[src/verilog/csp_defines.svh]
`ifndef CSP_DEFINES_SVH
`define CSP_DEFINES_SVH

// ==========================================
// Register map (byte addresses)
`define CSP_ADDR_CTRL     8'h00
`define CSP_ADDR_COUNT    8'h04
`define CSP_ADDR_DELAY    8'h08
`define CSP_ADDR_STATUS   8'h0C
`define CSP_SIG_BASE_BIT  7
`define CSP_SIG_IDX_MSB   6
`define CSP_SIG_IDX_LSB   3
`define CSP_SIG_WORD_BIT  2

// ==========================================
// Field positions
`define CSP_CTRL_EN       0
`define CSP_CTRL_EVENT    1
`define CSP_ATTR_CHECK    0
`define CSP_ATTR_SAT      2

// ==========================================
// Limits and encodings
`define CSP_MAX_SIGNALS   4'd10
`define CSP_MAX_BYTES     4'd8
`define CSP_SRC_PARAM     8'h00
`define CSP_SRC_SPECIAL   8'h02
`define CSP_FULL_LEN      6'd32
`define CSP_BUF_DEPTH     2'd2

// ==========================================
// Reset values
`define CSP_CTRL_RST      2'h0
`define CSP_COUNT_RST     8'h00
`define CSP_DELAY_RST     16'h0000
`define CSP_SINCE_MAX     16'hFFFF

// ==========================================
// Timing
`define CSP_MS_NS         1000000
`define CSP_CLK_NS        100

`endif

[src/verilog/csp_pkg.sv]
package csp_pkg;

	typedef struct packed {
		logic [3:0]  dlc;
		logic [63:0] data;
	} csp_frame_type;

	typedef struct packed {
		logic [15:0] index;
		logic [7:0]  reserved;
		logic [7:0]  src_type;
	} csp_cfg_lo_type;

	typedef struct packed {
		logic [7:0] unused;
		logic [7:0] attr;
		logic [7:0] shift;
		logic [7:0] len_bits;
	} csp_cfg_hi_type;

	typedef enum logic [2:0] {
		CSP_IDLE,
		CSP_FETCH,
		CSP_PLACE,
		CSP_DECIDE,
		CSP_PUSH
	} csp_state_type;

endpackage
[src/verilog/csp_packer.sv]
// Notes on behaviour
// At most ten signals per message
// Payload never exceeds eight bytes
// Selector 0 parameter, 2 special signal
// Reserved byte must be written zero
// Sixteen-bit index picks the value source
// Width limit keeps low-order bits only
// Attribute bit chooses truncate or saturate
// Signal placed at start bit 0..63
// Optional inverse follows signal, one per message
// Length is sum of signal lengths
// Event mode sends on change, after delay
// Uncovered payload bits are zero
//
// Added by the designer: the register addresses and the APB interface to the registers.
`timescale 1ns/1ps
`include "csp_defines.svh"

module csp_packer import csp_pkg::*; #(
	parameter int unsigned CLK_PER_MS = `CSP_MS_NS / `CSP_CLK_NS
) (
	input  wire logic          clk_sys_i,
	input  wire logic          rst_n_i,
	input  wire logic          psel_i,
	input  wire logic          penable_i,
	input  wire logic          pwrite_i,
	input  wire logic [7:0]    paddr_i,
	input  wire logic [31:0]   pwdata_i,
	output logic [31:0]        prdata_o,
	output logic               pready_o,
	output logic               pslverr_o,
	output logic               src_req_o,
	output logic [7:0]         src_type_o,
	output logic [15:0]        src_index_o,
	input  wire logic [31:0]   src_value_i,
	output logic               frame_valid_o,
	input  wire logic          frame_ready_i,
	output csp_frame_type      frame_o
);

	// ==========================================
	// Decoding helpers
	function automatic logic src_known(input logic [7:0] t);
		src_known = (t == `CSP_SRC_PARAM) || (t == `CSP_SRC_SPECIAL);
	endfunction

	// ==========================================
	// Register bus
	logic [1:0]     ctrl_reg;
	logic [7:0]     count_reg;
	logic [15:0]    delay_reg;
	logic [31:0]    prdata_reg;
	csp_cfg_lo_type cfg_lo [10];
	csp_cfg_hi_type cfg_hi [10];
	logic [15:0]    sent_reg;
	logic [3:0]     last_dlc_reg;
	csp_state_type  state_reg;
	logic [1:0]     buf_cnt_reg;

	wire        setup     = psel_i && !penable_i;
	wire        access    = psel_i && penable_i;
	wire        sig_area  = paddr_i[`CSP_SIG_BASE_BIT];
	wire [3:0]  sig_idx   = paddr_i[`CSP_SIG_IDX_MSB:`CSP_SIG_IDX_LSB];
	wire        sig_word  = paddr_i[`CSP_SIG_WORD_BIT];
	wire        hit_ctrl  = paddr_i == `CSP_ADDR_CTRL;
	wire        hit_count = paddr_i == `CSP_ADDR_COUNT;
	wire        hit_delay = paddr_i == `CSP_ADDR_DELAY;
	wire        hit_stat  = paddr_i == `CSP_ADDR_STATUS;
	wire        hit_sig   = sig_area && (sig_idx < `CSP_MAX_SIGNALS) && (paddr_i[1:0] == 2'b00);
	wire        hit       = hit_ctrl || hit_count || hit_delay || hit_stat || hit_sig;
	wire        wr        = access && pwrite_i && hit;
	wire [31:0] status_w  = {8'h00, sent_reg[7:0], last_dlc_reg, 2'b00, buf_cnt_reg,
		7'h00, state_reg != CSP_IDLE};
	wire [31:0] sig_rd    = sig_word ? cfg_hi[sig_idx] : cfg_lo[sig_idx];
	wire [31:0] rd_mux    = hit_ctrl  ? {30'h0000_0000, ctrl_reg} :
		hit_count ? {24'h00_0000, count_reg} :
		hit_delay ? {16'h0000, delay_reg} :
		hit_stat  ? status_w :
		hit_sig   ? sig_rd : 32'h0000_0000;

	assign pready_o  = 1'b1;
	assign pslverr_o = access && !hit;
	assign prdata_o  = prdata_reg;

	always_ff @(posedge clk_sys_i or negedge rst_n_i) begin
		if (!rst_n_i) begin
			ctrl_reg   <= `CSP_CTRL_RST;
			count_reg  <= `CSP_COUNT_RST;
			delay_reg  <= `CSP_DELAY_RST;
			prdata_reg <= 32'h0000_0000;
		end else begin
			if (setup)
				prdata_reg <= rd_mux;
			if (wr && hit_ctrl)
				ctrl_reg <= pwdata_i[1:0];
			if (wr && hit_count)
				count_reg <= pwdata_i[7:0];
			if (wr && hit_delay)
				delay_reg <= pwdata_i[15:0];
		end
	end

	// Configuration table, no reset needed
	always_ff @(posedge clk_sys_i) begin
		if (wr && hit_sig && !sig_word)
			cfg_lo[sig_idx] <= pwdata_i;
		if (wr && hit_sig && sig_word)
			cfg_hi[sig_idx] <= pwdata_i;
	end

	// ==========================================
	// Millisecond timer
	logic [31:0] div_reg;
	logic [15:0] since_reg;
	wire         ms_tick  = div_reg == CLK_PER_MS - 1;
	wire         timer_ok = since_reg >= delay_reg;
	wire         push;

	always_ff @(posedge clk_sys_i or negedge rst_n_i) begin
		if (!rst_n_i) begin
			div_reg   <= 32'h0000_0000;
			since_reg <= `CSP_SINCE_MAX;
		end else begin
			div_reg <= (ms_tick || push) ? 32'h0000_0000 : div_reg + 32'h0000_0001;
			if (push)
				since_reg <= 16'h0000;
			else if (ms_tick && since_reg != `CSP_SINCE_MAX)
				since_reg <= since_reg + 16'h0001;
		end
	end

	// ==========================================
	// Assembly datapath
	logic [3:0]  k_reg;
	logic [63:0] acc_reg;
	logic [63:0] last_reg;
	logic        have_last_reg;
	logic        inv_used_reg;
	logic [9:0]  bits_reg;

	wire [3:0]  n_sig   = (count_reg > 8'(`CSP_MAX_SIGNALS)) ? `CSP_MAX_SIGNALS
		: count_reg[3:0];
	wire        en      = ctrl_reg[`CSP_CTRL_EN];
	wire        evt     = ctrl_reg[`CSP_CTRL_EVENT];
	csp_cfg_lo_type lo;
	csp_cfg_hi_type hi;
	assign lo = cfg_lo[k_reg];
	assign hi = cfg_hi[k_reg];
	wire        k_done  = k_reg >= n_sig;
	wire        known   = src_known(lo.src_type);
	wire [5:0]  len     = (hi.len_bits == 8'h00 || hi.len_bits > 8'(`CSP_FULL_LEN))
		? `CSP_FULL_LEN : hi.len_bits[5:0];
	wire [31:0] mask    = (len == `CSP_FULL_LEN) ? 32'hFFFF_FFFF
		: 32'((33'h0_0000_0001 << len) - 33'h0_0000_0001);
	wire        over    = |(src_value_i & ~mask);
	wire        sat     = hi.attr[`CSP_ATTR_SAT];
	wire [31:0] val     = (sat && over) ? mask : (src_value_i & mask);
	wire        use_inv = hi.attr[`CSP_ATTR_CHECK] && !inv_used_reg;
	wire [6:0]  inv_at  = {1'b0, hi.shift[5:0]} + {1'b0, len};
	wire [63:0] put_val = {32'h0000_0000, val} << hi.shift[5:0];
	wire [63:0] put_inv = use_inv ? ({32'h0000_0000, ~val & mask} << inv_at)
		: 64'h0000_0000_0000_0000;
	wire [9:0]  add_len = {4'h0, len} + (use_inv ? {4'h0, len} : 10'h000);
	wire [9:0]  bytes   = (bits_reg + 10'h007) >> 3;
	wire [3:0]  dlc     = (bytes > 10'(`CSP_MAX_BYTES)) ? `CSP_MAX_BYTES
		: bytes[3:0];
	wire        changed = !have_last_reg || (acc_reg != last_reg);
	wire        send    = evt ? (changed && timer_ok) : 1'b1;
	wire        buf_rdy = buf_cnt_reg != `CSP_BUF_DEPTH;
	wire        start   = en && (evt || timer_ok);

	assign push        = (state_reg == CSP_PUSH) && buf_rdy;
	assign src_req_o   = (state_reg == CSP_FETCH) && !k_done;
	assign src_type_o  = lo.src_type;
	assign src_index_o = lo.index;

	always_ff @(posedge clk_sys_i or negedge rst_n_i) begin
		if (!rst_n_i) begin
			state_reg     <= CSP_IDLE;
			k_reg         <= 4'h0;
			acc_reg       <= 64'h0000_0000_0000_0000;
			last_reg      <= 64'h0000_0000_0000_0000;
			have_last_reg <= 1'b0;
			inv_used_reg  <= 1'b0;
			bits_reg      <= 10'h000;
			last_dlc_reg  <= 4'h0;
			sent_reg      <= 16'h0000;
		end else begin
			unique case (state_reg)
				CSP_IDLE: begin
					k_reg        <= 4'h0;
					acc_reg      <= 64'h0000_0000_0000_0000;
					inv_used_reg <= 1'b0;
					bits_reg     <= 10'h000;
					if (start)
						state_reg <= CSP_FETCH;
				end
				CSP_FETCH: begin
					state_reg <= k_done ? CSP_DECIDE : CSP_PLACE;
				end
				CSP_PLACE: begin
					if (known) begin
						acc_reg      <= acc_reg | put_val | put_inv;
						bits_reg     <= bits_reg + add_len;
						inv_used_reg <= inv_used_reg || use_inv;
					end
					k_reg     <= k_reg + 4'h1;
					state_reg <= CSP_FETCH;
				end
				CSP_DECIDE: begin
					state_reg <= send ? CSP_PUSH : CSP_IDLE;
				end
				CSP_PUSH: begin
					if (buf_rdy) begin
						last_reg      <= acc_reg;
						have_last_reg <= 1'b1;
						last_dlc_reg  <= dlc;
						sent_reg      <= sent_reg + 16'h0001;
						state_reg     <= CSP_IDLE;
					end
				end
			endcase
		end
	end

	// ==========================================
	// Two-entry output buffer
	csp_frame_type buf_mem [2];
	logic          wr_ptr_reg;
	logic          rd_ptr_reg;
	wire           pop = frame_valid_o && frame_ready_i;

	assign frame_valid_o = buf_cnt_reg != 2'd0;
	assign frame_o       = buf_mem[rd_ptr_reg];

	always_ff @(posedge clk_sys_i or negedge rst_n_i) begin
		if (!rst_n_i) begin
			wr_ptr_reg  <= 1'b0;
			rd_ptr_reg  <= 1'b0;
			buf_cnt_reg <= 2'd0;
			buf_mem[0]  <= '0;
			buf_mem[1]  <= '0;
		end else begin
			if (push) begin
				buf_mem[wr_ptr_reg] <= '{dlc: dlc, data: acc_reg};
				wr_ptr_reg          <= !wr_ptr_reg;
			end
			if (pop)
				rd_ptr_reg <= !rd_ptr_reg;
			buf_cnt_reg <= buf_cnt_reg + {1'b0, push} - {1'b0, pop};
		end
	end

endmodule

[config.mk]
export PLATFORM = sky130hd
export DESIGN_NAME = csp_packer
export DESIGN_NICKNAME = d
export VERILOG_FILES = /design/src/verilog/csp_pkg.sv /design/src/verilog/csp_packer.sv
export VERILOG_INCLUDE_DIRS = /design/src /design/src/verilog
export SDC_FILE = /design/constraint.sdc
export NUM_CORES = 2
export LEC_CHECK = 0
export BUFFER_PORTS_ARGS = -buffer_cell sky130_fd_sc_hd__buf_2
export CORE_MARGIN = 2
export CORE_UTILIZATION = 40
export DETAILED_ROUTE_END_ITERATION = 16
export SLEW_MARGIN = 20
export SYNTH_ARGS = -nofsm -noshare
export SYNTH_HDL_FRONTEND = slang
export SYNTH_SLANG_ARGS = --single-unit
[constraint.sdc]
create_clock -name clk_sys_i -period 6 [get_ports clk_sys_i]
set_input_delay 0 -clock clk_sys_i [delete_from_list [all_inputs] [get_ports clk_sys_i]]
set_output_delay 0 -clock clk_sys_i [all_outputs]
set_load 0.05 [all_outputs]
==> flow_metrics.py <==
metrics = {
    "outcome": {
        "status": "completed",
    },
    "synth": {
        "synth_area_leader_cell": "edfxtp_1",
        "synthArstFlopShare": 0.388,
        "ys_top_cells_by_count": "edfxtp_1, nand2_1, dfrtp_1",
        "synthesis.instances": 4375,
        "ys_ff_latch": 1045,
        "ys_types": 107,
        "ys_seq_area_frac": 0.540,
        "yosysWarnings": 0,
        "yosysMostFrequentCell": "edfxtp_1",
        "syn_area_sq_mm": 0.0544,
        "ys.flop_type": "edfxtp_1",
        "yosys-top-cells-area": "edfxtp_1, dfrtp_1, mux4_2",
        "synth-edff-count": 640,
        "synth_top_area_share": 0.354,
        "avgSynthCellArea_sq_um": 12.4,
    },
    "placed_design": {
        "dpl_worst_slack_ns": 0.0326,
        "routabilityCongestion": 1.05,
        "io_buffer_count": 204,
        "post-dp-hpwl_mm": 131,
    },
    "die": {
        "io_pins": 206,
        "dieArea_sq_mm": 0.139,
        "rows": 135,
        "start_util": 0.402,
        "die_width_um": 373,
        "die_h_um": 373,
        "coreArea_sq_mm": 0.135,
    },
    "clock_tree": {
        "cts.sinks": 1045,
        "clk_pin_slew_ns": 0.06,
        "h-tree-depth": 3,
        "tritoncts": "yes",
        "clockBufferDepth": 3,
        "cts_root_buf": "clkbuf_16",
        "clk-insertion-delay-late_ns": 0.74,
        "cts_made_buffers": 107,
    },
    "drt": {
        "routed_wl_mm": 188,
        "drc": 0,
        "drt_iter0_markers": 4539,
        "dr.pass1.iters": 6,
        "via_per_inst": 6.15,
        "num_vias": 40300,
        "wl_per_cell_um": 28.7,
        "ant_nets": 0,
    },
    "timing": {
        "timing.final.crit_share": 0.988,
        "drv_slew": 0,
        "relSlewSlack": 0.245,
        "layout_min_cycle_time_ns": 5.93,
        "rsz0062_at_grt": "false",
        "whs_ns": 0.0572,
        "timing.final.ws_setup_ns": 0.0712,
        "fin_skew_ns": 0.0439,
        "finalHoldViolations": 0,
        "worst_pin_slew_ns": 1.13,
        "fmax_mhz": 169,
        "setup_viol": 0,
    },
    "layout": {
        "multi_input_area_sq_mm": 0.0238,
        "layout.nets": 4808,
        "final_layout_size_suffix_gt1_frac": 0.256,
        "reg_top3": "cfg_hi: 320 flops, cfg_lo: 320 flops, buf_mem: 136 flops",
        "regArea_sq_mm": 0.0294,
        "syn2layout_area_growth_pct": 15.5,
        "n_fill_cell": 12300,
    },
    "setup_path": {
        "endpoint_kind": "register",
        "cp_max_fo": 11,
        "required_ns": 6.63,
        "cp-start-kind": "register",
        "path_class": "register to register",
        "r2r_setup_slack_ns": 0.07,
        "arrival_ns": 6.55,
    },
    "min_path": {
        "hp-class": "input port to register",
    },
    "global_routing": {
        "grt_usage": 0.266,
        "grt_max_degree": 165,
        "grt_pass1_wl_mm": 275,
        "grt_overflow": 0,
        "grt_pass1_vias": 39400,
        "antenna_found_initial": 7,
    },
    "pwr": {
        "p_leak_uw": 0.0244,
        "power.density_mw_per_mm2": 472,
        "ir_drop_mv": 0.276,
    },
    "job": {
        "cap_violations": 0,
    },
}
kinds of logic after synthesis:
kind of cell	synth area share
buf+inv	0.0267
fa+ha+maj	0.0116
other cells	0.0000690
compound gates	0.116
mux	0.187
flops	0.540
simple gates	0.0988
xor+xnor	0.0195
cell usage in the layout (no fill, tap or decap), types with 40 or more instances in the layout:
master	n
clkbuf_16	108
mux4_2	235
dfrtp_1	384
a21oi_1	174
a211oi_1	63
mux2i_1	210
a31oi_1	49
buf_4	242
edfxtp_1	640
nand2_1	496
ha_1	40
xnor2_1	48
buf_2	200
nand3_1	91
mux2_2	246
nor2_1	293
o21ai_0	175
inv_1	58
xor2_1	66
nor3_1	62
per-layer routing:
| metal | GRT usage | wire length [um] | vias up |
|---|---|---|---|
| li1 | - | - | 17400 |
| met5 | 0 | 46 | - |
| met4 | 0.110 | 9100 | 6 |
| met1 | 0.366 | 78000 | 20500 |
| met2 | 0.421 | 86900 | 1994 |
| met3 | 0.0425 | 14300 | 429 |
stage by stage:
stage / instances / TNS (ns) / instance area, sq um / total power, uW / util
final: 6557 / 0 / 62800 / 29600 / 0.465
after global routing: 6555 / 0 / 62800 / 30700 / 0.465
after CTS: 6548 / 0 / 62700 / 29300 / 0.464
after detailed placement: 6311 / 0 / 58700 / 22400 / 0.434
after global placement: 6310 / -0.222 / 58700 / 22500 / 0.434
after floorplan: 4376 / 0 / 54400 / 16600 / -
worst max-delay path, stage by stage (launching register included):
cell	delay [ns]
dfrtp_4	0.49
buf_12	0.16
buf_4	0.16
nor3_1	0.17
a211oi_1	0.09
o31ai_2	0.32
buf_4	0.24
o21a_1	0.41
nand2_1	0.25
fa_1	0.60
xnor2_2	0.55
buf_4	0.30
a211oi_1	0.09
o32ai_1	0.65
mux2i_1	0.27
o21ai_0	0.22
o21ai_0	0.23
o2bb2ai_1	0.25
o221a_2	0.19
o21ai_0	0.18
layout make-up:
type                            count  share of cell area
Inverter                           62             0.00371
Antenna cell                        3            0.000120
Tap cell                         1781              0.0355
Clock buffer                      147              0.0478
Multi-Input combinational cell   2973               0.380
Clock inverter                     51             0.00933
Sequential cell                  1045               0.468
Timing Repair Buffer              495              0.0557
path summary, 6_finish.rpt:
path | cells past startpoint | endpoint | from
max in group asynchronous | 4 | k_reg[1] | rst_n_i
worst min-delay path | 5 | prdata_o[28] | penable_i
worst min register to register | 1 | div_reg[0] | div_reg[0]
worst max-delay path | 19 | acc_reg[60] | k_reg[0]
worst max register to register | 19 | acc_reg[60] | k_reg[0]
min in group asynchronous | 4 | buf_mem[76] | rst_n_i
repair_timing:
action                                  in CTS  in global routing
resized for setup                            1                  5
pin swaps                                    0                  1
setup buffers                                0                  6
endpoints found under the setup margin       1                 16
endpoints found under the hold margin      782                  0
hold buffers                                39                  0
report_power, final:
part	total [uW]	switching [uW]	internal, uW
sequential	7950	163	7790
clock	6800	2870	3930
combinational	14900	9850	5020
Note: power is estimated with default switching activity, not from simulation.
